`src/phy_status_pkg.sv`:
```
// constants for the upper half of the phy status summary register
package phy_status_pkg;
	localparam logic [4:0] STATUS_SUMMARY_ADDR = 5'h10;
	localparam logic [4:0] FALSE_CARRIER_ADDR = 5'h14;
	localparam logic [4:0] RX_ERROR_ADDR = 5'h15;
	localparam logic [4:0] TEN_BASE_T_STATUS_ADDR = 5'h1A;
	localparam logic [4:0] AUTONEG_EXPANSION_ADDR = 5'h06;
	localparam logic [4:0] BASIC_STATUS_ADDR = 5'h01;
	localparam int CROSSOVER_BIT = 14;
	localparam int RX_ERROR_BIT = 13;
	localparam int POLARITY_BIT = 12;
	localparam int FALSE_CARRIER_BIT = 11;
	localparam int SIGNAL_DETECT_BIT = 10;
	localparam int DESCRAMBLER_LOCK_BIT = 9;
	localparam int PAGE_RECEIVED_BIT = 8;
	localparam int REMOTE_FAULT_BIT = 6;
	localparam logic [9:0] UPPER_RESET = 10'h000;
endpackage : phy_status_pkg

```
`src/latch_flag.sv`:
```
// one status flag that either latches high or latches low
`timescale 1ns/1ps
module latch_flag #(
	parameter bit LATCH_LOW = 1'b0
) (
	// clock and reset
	input wire logic clk_sys,
	input wire logic rst_n,
	// source and clear
	input wire logic source,
	input wire logic clearRead,
	// held value
	output logic flag
);
	logic hold;
	logic next_flag;

	// latch-high: a new event in the clearing cycle wins over the clear
	// latch-low: holds zero until a read returns it, then tracks again
	assign hold = LATCH_LOW ? (flag & source) : (flag | source);
	assign next_flag = clearRead ? source : hold;

	always_ff @(posedge clk_sys or negedge rst_n)
	begin
		if (!rst_n)
			flag <= 1'b0;
		else
			flag <= next_flag;
	end
endmodule : latch_flag

```
`src/phy_status_summary.sv`:
```
// upper half of the phy status summary register with its flag latches
`timescale 1ns/1ps
// How it works
// - summary register at 0x10, zero after reset
// - bits 15 and 7 always read zero
// - bit 14 shows crossover swap state
// - crossover bit follows enable, force, algorithm
// - bit 13 latches rx error, cleared by 0x15
// - bit 12 mirrors polarity, summary read keeps it
// - bit 11 latches false carrier, cleared by 0x14
// - bit 10 latch-low signal detect
// - bit 9 latch-low descrambler lock
// - bit 8 mirrors page received flag
// - bit 6 remote fault, cleared by 0x01 read
module phy_status_summary (
	// clock and reset
	input wire logic clk_sys,
	input wire logic rst_n,
	// management read port
	input wire logic regRead,
	input wire logic [4:0] regAddr,
	output logic [15:0] readData,
	// crossover control and state
	input wire logic auto_crossover_enable,
	input wire logic force_crossover,
	input wire logic autoSwapped,
	// live sources from the pmd and autonegotiation
	input wire logic rxErrorEvent,
	input wire logic falseCarrierEvent,
	input wire logic polarityInverted,
	input wire logic signalDetect,
	input wire logic descramblerLock,
	input wire logic pageReceived,
	input wire logic remoteFaultEvent
);
	import phy_status_pkg::*;

	function automatic logic isRead(input logic rd, input logic [4:0] a, input logic [4:0] t);
		return rd && (a == t);
	endfunction : isRead

	// ----------------------------------------
	// synchronised pin-side sources
	// ----------------------------------------
	// bit 7 swap state, 6 rx error, 5 false carrier, 4 polarity,
	// 3 signal detect, 2 lock, 1 page received, 0 remote fault
	logic [7:0] syncA;
	logic [7:0] syncB;

	always_ff @(posedge clk_sys or negedge rst_n)
	begin
		if (!rst_n)
		begin
			syncA <= 8'h00;
			syncB <= 8'h00;
		end
		else
		begin
			syncA <= {autoSwapped, rxErrorEvent, falseCarrierEvent, polarityInverted,
				signalDetect, descramblerLock, pageReceived, remoteFaultEvent};
			syncB <= syncA;
		end
	end

	// crossover controls get their own pair of stages
	logic [1:0] ctlSyncA;
	logic [1:0] ctlSyncB;

	always_ff @(posedge clk_sys or negedge rst_n)
	begin
		if (!rst_n)
		begin
			ctlSyncA <= 2'h0;
			ctlSyncB <= 2'h0;
		end
		else
		begin
			ctlSyncA <= {auto_crossover_enable, force_crossover};
			ctlSyncB <= ctlSyncA;
		end
	end

	// ----------------------------------------
	// live mirrors
	// ----------------------------------------
	// forcing wins; with crossover off the pairs stay normal
	// controls and swap state cross separately, so a change may mix for a cycle
	logic crossoverState;
	logic polarityState;
	logic pageState;
	assign crossoverState = ctlSyncB[0] | (ctlSyncB[1] & syncB[7]);
	// mirrors only: no register read clears them, a summary read included
	assign polarityState = syncB[4];
	assign pageState = syncB[1];

	// ----------------------------------------
	// read decode
	// ----------------------------------------
	// other addresses are decoded only for their clearing side effects
	logic readSummary;
	logic readRxErr;
	logic readFalseCarrier;
	logic readBasic;
	assign readSummary = isRead(regRead, regAddr, STATUS_SUMMARY_ADDR);
	assign readRxErr = isRead(regRead, regAddr, RX_ERROR_ADDR);
	assign readFalseCarrier = isRead(regRead, regAddr, FALSE_CARRIER_ADDR);
	assign readBasic = isRead(regRead, regAddr, BASIC_STATUS_ADDR);

	// ----------------------------------------
	// flags
	// ----------------------------------------
	logic rxErrFlag;
	logic falseCarrierFlag;
	logic signalFlag;
	logic lockFlag;
	logic faultFlag;

	latch_flag #(.LATCH_LOW(1'b0)) u_rxerr (.clk_sys(clk_sys), .rst_n(rst_n),
		.source(syncB[6]), .clearRead(readRxErr), .flag(rxErrFlag));
	latch_flag #(.LATCH_LOW(1'b0)) u_fcs (.clk_sys(clk_sys), .rst_n(rst_n),
		.source(syncB[5]), .clearRead(readFalseCarrier), .flag(falseCarrierFlag));
	// latch-low bits rearm only after the summary read returned them
	latch_flag #(.LATCH_LOW(1'b1)) u_sd (.clk_sys(clk_sys), .rst_n(rst_n),
		.source(syncB[3]), .clearRead(readSummary), .flag(signalFlag));
	latch_flag #(.LATCH_LOW(1'b1)) u_lock (.clk_sys(clk_sys), .rst_n(rst_n),
		.source(syncB[2]), .clearRead(readSummary), .flag(lockFlag));
	latch_flag #(.LATCH_LOW(1'b0)) u_rf (.clk_sys(clk_sys), .rst_n(rst_n),
		.source(syncB[0]), .clearRead(readBasic), .flag(faultFlag));

	// ----------------------------------------
	// read data
	// ----------------------------------------
	logic [15:0] summary;
	always_comb
	begin
		summary = 16'h0000;
		summary[CROSSOVER_BIT] = crossoverState;
		summary[RX_ERROR_BIT] = rxErrFlag;
		summary[POLARITY_BIT] = polarityState;
		summary[FALSE_CARRIER_BIT] = falseCarrierFlag;
		summary[SIGNAL_DETECT_BIT] = signalFlag;
		summary[DESCRAMBLER_LOCK_BIT] = lockFlag;
		summary[PAGE_RECEIVED_BIT] = pageState;
		summary[REMOTE_FAULT_BIT] = faultFlag;
	end

	// lower six bits belong to another block and read zero here
	always_ff @(posedge clk_sys or negedge rst_n)
	begin
		if (!rst_n)
			readData <= {UPPER_RESET, 6'h00};
		else if (readSummary)
			readData <= summary;
	end

	// ----------------------------------------
	// checks
	// ----------------------------------------
	// register image
	reserved_zero_a: assert property (@(posedge clk_sys) disable iff (!rst_n)
		readData[15] == 1'b0 && readData[7] == 1'b0) else $error("reserved bit set");
	low_zero_a: assert property (@(posedge clk_sys) disable iff (!rst_n)
		readData[5:0] == 6'h00) else $error("lower bits not zero");
	read_hold_a: assert property (@(posedge clk_sys) disable iff (!rst_n)
		!readSummary |=> $stable(readData)) else $error("read data moved");

	// latched-high flags: an event in the clearing cycle wins
	rxerr_set_a: assert property (@(posedge clk_sys) disable iff (!rst_n)
		syncB[6] |=> rxErrFlag) else $error("rx error not latched");
	rxerr_sticky_a: assert property (@(posedge clk_sys) disable iff (!rst_n)
		rxErrFlag && !readRxErr |=> rxErrFlag) else $error("rx error flag lost");
	rxerr_clear_a: assert property (@(posedge clk_sys) disable iff (!rst_n)
		readRxErr && !syncB[6] |=> !rxErrFlag) else $error("rx error not cleared");
	fcs_set_a: assert property (@(posedge clk_sys) disable iff (!rst_n)
		syncB[5] |=> falseCarrierFlag) else $error("false carrier not latched");
	fcs_hold_a: assert property (@(posedge clk_sys) disable iff (!rst_n)
		falseCarrierFlag && !readFalseCarrier |=> falseCarrierFlag)
		else $error("false carrier lost");
	fcs_clear_a: assert property (@(posedge clk_sys) disable iff (!rst_n)
		readFalseCarrier && !syncB[5] |=> !falseCarrierFlag) else $error("carrier not cleared");
	fault_set_a: assert property (@(posedge clk_sys) disable iff (!rst_n)
		syncB[0] |=> faultFlag) else $error("fault not latched");
	fault_hold_a: assert property (@(posedge clk_sys) disable iff (!rst_n)
		faultFlag && !readBasic |=> faultFlag) else $error("fault lost");
	fault_clear_a: assert property (@(posedge clk_sys) disable iff (!rst_n)
		readBasic && !syncB[0] |=> !faultFlag) else $error("fault not cleared");

	// mirrors: a summary read returns the live level
	pol_mirror_a: assert property (@(posedge clk_sys) disable iff (!rst_n)
		readSummary |=> readData[POLARITY_BIT] == $past(syncB[4]))
		else $error("polarity read wrong");
	page_mirror_a: assert property (@(posedge clk_sys) disable iff (!rst_n)
		readSummary |=> readData[PAGE_RECEIVED_BIT] == $past(syncB[1]))
		else $error("page received read wrong");
	read_data_a: assert property (@(posedge clk_sys) disable iff (!rst_n)
		readSummary |=> readData[CROSSOVER_BIT] == $past(crossoverState))
		else $error("crossover read wrong");
	cross_force_a: assert property (@(posedge clk_sys) disable iff (!rst_n)
		ctlSyncB[0] |-> crossoverState) else $error("forced crossover not shown");
	cross_auto_a: assert property (@(posedge clk_sys) disable iff (!rst_n)
		ctlSyncB[1] && !ctlSyncB[0] |-> crossoverState == syncB[7])
		else $error("crossover not following swap");

	// latch-low bits: zero holds until a summary read returns it
	sd_drop_a: assert property (@(posedge clk_sys) disable iff (!rst_n)
		!syncB[3] |=> !signalFlag) else $error("signal drop missed");
	lock_drop_a: assert property (@(posedge clk_sys) disable iff (!rst_n)
		!syncB[2] |=> !lockFlag) else $error("lock drop missed");
	sd_low_a: assert property (@(posedge clk_sys) disable iff (!rst_n)
		!signalFlag && !readSummary |=> !signalFlag) else $error("signal rearmed early");
	lock_low_a: assert property (@(posedge clk_sys) disable iff (!rst_n)
		!lockFlag && !readSummary |=> !lockFlag) else $error("lock rearmed early");
	sd_rearm_a: assert property (@(posedge clk_sys) disable iff (!rst_n)
		readSummary |=> signalFlag == $past(syncB[3]))
		else $error("signal not rearmed");

	// main scenarios
	sd_read_c: cover property (@(posedge clk_sys) disable iff (!rst_n)
		!signalFlag ##1 readSummary ##1 signalFlag);
	rxerr_clr_c: cover property (@(posedge clk_sys) disable iff (!rst_n)
		rxErrFlag ##1 readRxErr ##1 !rxErrFlag);
	fault_c: cover property (@(posedge clk_sys) disable iff (!rst_n)
		faultFlag ##1 readBasic);
	lock_read_c: cover property (@(posedge clk_sys) disable iff (!rst_n)
		!lockFlag ##1 readSummary ##1 lockFlag);
	cross_auto_c: cover property (@(posedge clk_sys) disable iff (!rst_n)
		ctlSyncB[1] && !ctlSyncB[0] && syncB[7]);
endmodule : phy_status_summary

```
`config.mk`:
```
export PLATFORM = sky130hd
export DESIGN_NAME = phy_status_summary
export DESIGN_NICKNAME = d
export VERILOG_FILES = /design/src/phy_status_pkg.sv /design/src/latch_flag.sv /design/src/phy_status_summary.sv
export SDC_FILE = /design/constraint.sdc
export NUM_CORES = 1
export LEC_CHECK = 0
export BUFFER_PORTS_ARGS = -buffer_cell sky130_fd_sc_hd__buf_2
export CAP_MARGIN = 15
export CORE_MARGIN = 2
export CORE_UTILIZATION = 33
export DETAILED_ROUTE_END_ITERATION = 12
export PLACE_DENSITY_LB_ADDON = 0.25
export SYNTH_ARGS = -nofsm -noshare
export SYNTH_HDL_FRONTEND = slang
export SYNTH_SLANG_ARGS = --single-unit
```
`constraint.sdc`:
```
create_clock -name clk_sys -period 1.7 [get_ports clk_sys]
set_input_delay 0.085 -clock clk_sys [delete_from_list [all_inputs] [get_ports clk_sys]]
set_output_delay 0.085 -clock clk_sys [all_outputs]
set_load 0.01 [all_outputs]
```
==> flow_summary.ini, run 1 <==
[run_status]
status = completed

[timing]
fin_crit_sh_pct = 55.96
fin_hold_ws_ns = 0.09455
slew_viol_final = 0
clock_skew_ns = 0.005022
tightest_slew_ns = 0.6914
setup_viol = 0
hold_viol_final = 0
relSlewSlack_pct = 53.90
tns_ns = 0
period_needed_ns = 0.9513
rsz0062_at_grt = no
max_freq_mhz = 1051

[worst_hold_path]
min_path_cells = 3
hold_class = input port to flop

[setup_path]
required_ns = 1.62
worst-path-stages = 1
max_stage_delay_ns = 0.40
path_class = flop to output pin
r2r_cells = 1
crit_end = readData[12]
crit_family = flip-flops
critPathArrivalTime_ns = 0.87
cp-startpoint = readData[12]
end_kind = output pin
critPathLaunchType = flop
crit_buf_inv = 1
cp_max_fo = 2
r2r_start = readData[12]
r2r-end = readData[12]
slowest_stage = dfrtp_1
reg2reg_slack_ns = 0.93
worstPathCellList = buf_2

[global_routing]
grt_use_total_pct = 9.613
grt_max_degree = 34
grt_first_pass_wirelength_um = 2435
antenna_found_initial = 0
grt_overflow = 0
first_global_vias = 594

[logic_synthesis]
synth_area_per_cell_um2 = 16.56
synth_top_cell_by_area = dfrtp_1
synth_top_family_by_area = multiplexers
syn_area_mm2 = 0.001110
synthMuxAreaShare_pct = 8.681
synth_area_leaders = dfrtp_1 74%, buf_4 5.4%, mux2_2 5.1%, mux2_4 2.7%, a21o_1 2.0%
ys_seq_area_share_pct = 74.41
synth_commonest_cells = 33 x dfrtp_1, 8 x buf_4, 5 x mux2_2, 3 x a21o_1
synth_flop_cell = dfrtp_1
synth-adder-area-share_pct = 0
synth_edf_count = 0
yosysMostFrequentCell = dfrtp_1
synth_top_area_share_pct = 74.41
synth-seq-cells = 33
synth_compound_area_share_pct = 3.833
synth_warnings = 0
synthArstFlopShare_pct = 100.0
synth.distinct_cells = 19
synthCells = 67
synth-simple-area-share_pct = 5.975
synth-xor-area-share_pct = 0

[clock_tree]
clkSinkCount = 33
post_cts_buffers = 0
insertion_delay_ns = 0.32
cts-root-buf = clkbuf_4
cts_inserted_buffers = 5
cts-resized-gates = 0
clkTransAtPathRegs_ns = 0.09
htreeDepth = 2
tritoncts = built
clock_path_buffers = 2

[floorplan]
dieArea_mm2 = 0.003843
die_h_um = 61.99
dieWidth_um = 61.99
core_area_mm2 = 0.003284
io_pins = 34
rows = 21
initial_core_util_pct = 33.79

[flow_run]
maxCapViolCount = 0

[placement]
gp_congestion = 0.7275
hpwl_um = 1032
numPortBuffers = 25
place_inst = 136

[finish]
stdcell_count = 155
antenna_cells = 0
fin_nets = 126
syn2layout_area_growth_pct = 26.94
drive_above_1_share_pct = 37.61

[drt]
routed_via_density = 4.000
drt_iter0_drc = 12
wl_um = 1495
drc_errors = 0
vias = 620
first_pass_iters = 3
ant_nets = 0
wl_per_cell_um = 9.645

[power]
p_leak_nw = 0.6717
vdd_ir_drop_max_v = 0.0003750
powerDensity_mw_per_mm2 = 997.2
## layer usage
metal  GRT usage [%]  vias to the layer above  wire length (µm)  part of all wire, %
li1                -                      291                 -                    -
met1           11.14                      293               670                   45
met2           12.95                       29               636                   43
met3           3.727                        7               119                  8.0
met4           10.03                        0                69                  4.6
met5               0                        -                 0                    0
## layout make-up
type                            instances  area, µm²
Clock buffer                            6      41.29
Clock inverter                          2      10.01
Fill cell                             298       1876
Inverter                                1      3.754
Multi-Input combinational cell         31      235.2
Sequential cell                        33      825.8
Tap cell                               46      57.56
Timing Repair Buffer                   36      235.2
## kinds of logic after synthesis
| logic type | after synthesis |
|---|---|
| AO/OA/AOI/OAI | 6 |
| buffers and inverters | 10 |
| other | 1 |
| AND/OR/NAND/NOR | 9 |
| multiplexers | 8 |
| flip-flops | 33 |
## how the worst min path moves through the flow
stage	startpoint	end	slack (ns)
detailed placement	rst_n	readData[8]	0.17
finish	regAddr[2]	u_fcs.flag	0.09
global placement	rst_n	readData[8]	0.16
floorplan	rst_n	ctlSyncA[0]	-0.21
global route	regAddr[2]	u_fcs.flag	0.10
CTS	regAddr[2]	u_fcs.flag	0.09
## what timing repair did
item | CTS | global route
hold buffers | 11 | 0
setup endpoints to repair | 0 | 0
hold endpoints to repair | 43 | 0
## per-stage QoR
step / area (µm²) / total power [W] / setup slack [ns] / util (%)
6_report: 1409 / 0.001405 / 0.7487 / 42.90
5_1_grt: 1409 / 0.001487 / 0.6951 / 42.90
4_1_cts: 1409 / 0.001433 / 0.7289 / 42.90
3_5_place_dp: 1247 / 0.001011 / 0.4580 / 37.98
3_3_place_gp: 1247 / 0.001007 / 0.4748 / 37.98
2_1_floorplan: 1136 / 0.0009499 / 0.6793 / -
## cells in the final DEF, fill, tap and decap left out
cell type | netlist | routed
a21o_1 | 3 | 3
a21oi_1 | 1 | 1
and2b_1 | 1 | 1
and3_1 | 1 | 1
buf_2 | 0 | 25
clkbuf_1 | 0 | 1
clkbuf_4 | 0 | 5
clkinv_2 | 0 | 2
conb_1 | 1 | 8
dfrtp_1 | 33 | 33
dlygate4sd3_1 | 0 | 11
inv_1 | 1 | 1
mux2_2 | 5 | 5
mux2_4 | 2 | 2
mux2i_1 | 1 | 1
nand3_2 | 1 | 1
nand3b_1 | 1 | 1
nand4_1 | 2 | 2
nor2_1 | 1 | 1
nor2b_1 | 1 | 1
nor3b_2 | 1 | 1
o21a_1 | 2 | 2
## state kept, by name (all words and copies together) (netlist names)
signal / cells
ctlSyncB: 2
u_fcs.flag: 1
ctlSyncA: 2
u_rxerr.flag: 1
syncA: 8
u_rf.flag: 1
u_sd.flag: 1
syncB: 8
readData: 8
u_lock.flag: 1
## power by group
group | total, W | switching (W) | internal [W]
Sequential | 0.000862 | 0.0000225 | 0.000839
Clock | 0.000394 | 0.000237 | 0.000157
Combinational | 0.000149 | 0.0000690 | 0.0000801
(Power assumes the default switching activity.)
==> inputs of run 2 (changes only) <==
==> constraint.sdc (replaced) <==
create_clock -name clk_sys -period 0.81 [get_ports clk_sys]
set_input_delay 0.0405 -clock clk_sys [delete_from_list [all_inputs] [get_ports clk_sys]]
set_output_delay 0.0405 -clock clk_sys [all_outputs]
set_load 0.01 [all_outputs]
==> run 2 against run 1 <==
Against the previous run: register-to-register slack worse by 1.0 ns; clock-buffer cell count up 1; clock skew up 0.0036 ns; the flow now finishes with violations (setup timing); first-iteration DRC count down 83%; total power up 140%; largest power group unchanged; critical path depth unchanged.
==> flow_summary.ini, run 2 (synthesis gave the netlist of run 1 again) <==
[global_routing]
grt_overflow = 0
first_global_vias = 612
grt_max_degree = 34
grt_use_total_pct = 10.08
grt_first_pass_wirelength_um = 2635
antenna_found_initial = 0

[setup_path]
path_class = flop to output pin
required_ns = 0.77
crit_buf_inv = 1
crit_family = flip-flops
max_stage_delay_ns = 0.40
r2r_start = readData[12]
worstPathCellList = buf_2
critPathLaunchType = flop
cp_max_fo = 2
critPathArrivalTime_ns = 0.86
end_kind = output pin
slowest_stage = dfrtp_1
cp-startpoint = readData[14]

[finish]
antenna_cells = 0
multi_input_area_um2 = 245.2
top_regs = readData (8), syncA (8), syncB (8)
drive_above_1_share_pct = 41.88
regArea_um2 = 825.8
syn2layout_area_growth_pct = 38.33
fin_nets = 134
final_cell_mix = 33 x dfrtp_1, 24 x buf_2, 11 x dlygate4sd3_1
mostFrequentLayoutCell = dfrtp_1
design_area_mm2 = 0.001535
fillCellCount = 305

[floorplan]
dieWidth_um = 61.99
core_area_mm2 = 0.003284
die_h_um = 61.99
dieArea_mm2 = 0.003843
initial_core_util_pct = 33.79
io_pins = 34
rows = 21

[worst_hold_path]
hold_class = input port to flop
min-delay-start = regAddr[1]

[power]
p_leak_nw = 0.7390
p_total_w = 0.003420
vdd_ir_drop_max_v = 0.001495
powerDensity_mw_per_mm2 = 2227

[placement]
preCtsSetupSlack_ns = -0.3071
gp_congestion = 0.6634
dpl-instance-area_mm2 = 0.001304
numPortBuffers = 25

[timing]
worst_slack_ns = -0.09240
fin_hold_ws_ns = 0.09145
slew_viol_final = 0
max_freq_mhz = 1108
fin_crit_sh_pct = 111.4
setup_viol = 11
hold_viol_final = 0
rsz0062_at_grt = yes
period_needed_ns = 0.9024
clock_skew_ns = 0.008660

[drt]
wl_per_cell_um = 9.638
ant_nets = 0
drc_errors = 0
wl_um = 1571
routed_via_density = 3.883
drt_iter0_drc = 2
first_pass_iters = 4
vias = 633

[clock_tree]
cts-root-buf = clkbuf_4
insertion_delay_ns = 0.32
htreeDepth = 2
cts_inserted_buffers = 5
clkTransAtPathRegs_ns = 0.10
clock_path_buffers = 2
tritoncts = built
clkSinkCount = 33

[run_status]
status = finished with violations
violations = setup timing

[flow_run]
maxCapViolCount = 0
run 2: repair_timing:
action	in CTS	in global routing
hold buffers	11	0
endpoints found under the setup margin	8	9
endpoints found under the hold margin	43	0
setup buffers	1	2
gates resized for setup	1	2
run 2: where the power goes:
group,leakage [nW],total (W),internal [W],switching [W]
clock network,0.0455,0.00123,0.000737,0.000494
logic,0.308,0.000381,0.000224,0.000157
registers,0.386,0.00181,0.00176,0.0000469
total,0.739,0.00342,0.00272,0.000698
run 2: per-layer routing:
metal,track usage [%],part of all wire (%),up-vias,wire length (µm)
met5,0,0,-,0
met4,5.471,2.4,0,37
met3,5.590,8.8,6,139
met2,13.84,46,28,720
met1,12.62,43,295,674
li1,-,-,304,-
run 2: cell type report:
class | instances | area share [%]
Clock buffer | 7 | 3.586
Clock inverter | 1 | 1.956
Inverter | 1 | 0.2445
Multi-Input combinational cell | 31 | 15.97
Sequential cell | 33 | 53.79
Tap cell | 46 | 3.749
Timing Repair Buffer | 44 | 20.70
run 2: final timing paths:
check	cells past startpoint	slack, ns	end
min in group asynchronous	3	0.19	readData[12]
worst max-delay path	1	-0.09	readData[14]
worst min-delay path	4	0.09	u_rxerr.flag
worst max register to register	2	-0.09	readData[12]
worst min register to register	0	0.34	syncB[1]
max in group asynchronous	3	0.44	syncA[6]
run 2: through the flow:
step / instances / util [%] / setup TNS, ns
2_1_floorplan: 74 / - / -0.2838
3_3_place_gp: 141 / 39.70 / -2.110
3_5_place_dp: 141 / 39.70 / -2.252
4_1_cts: 161 / 45.98 / -0.8292
5_1_grt: 163 / 46.74 / -1.375
6_report: 163 / 46.74 / -0.8310
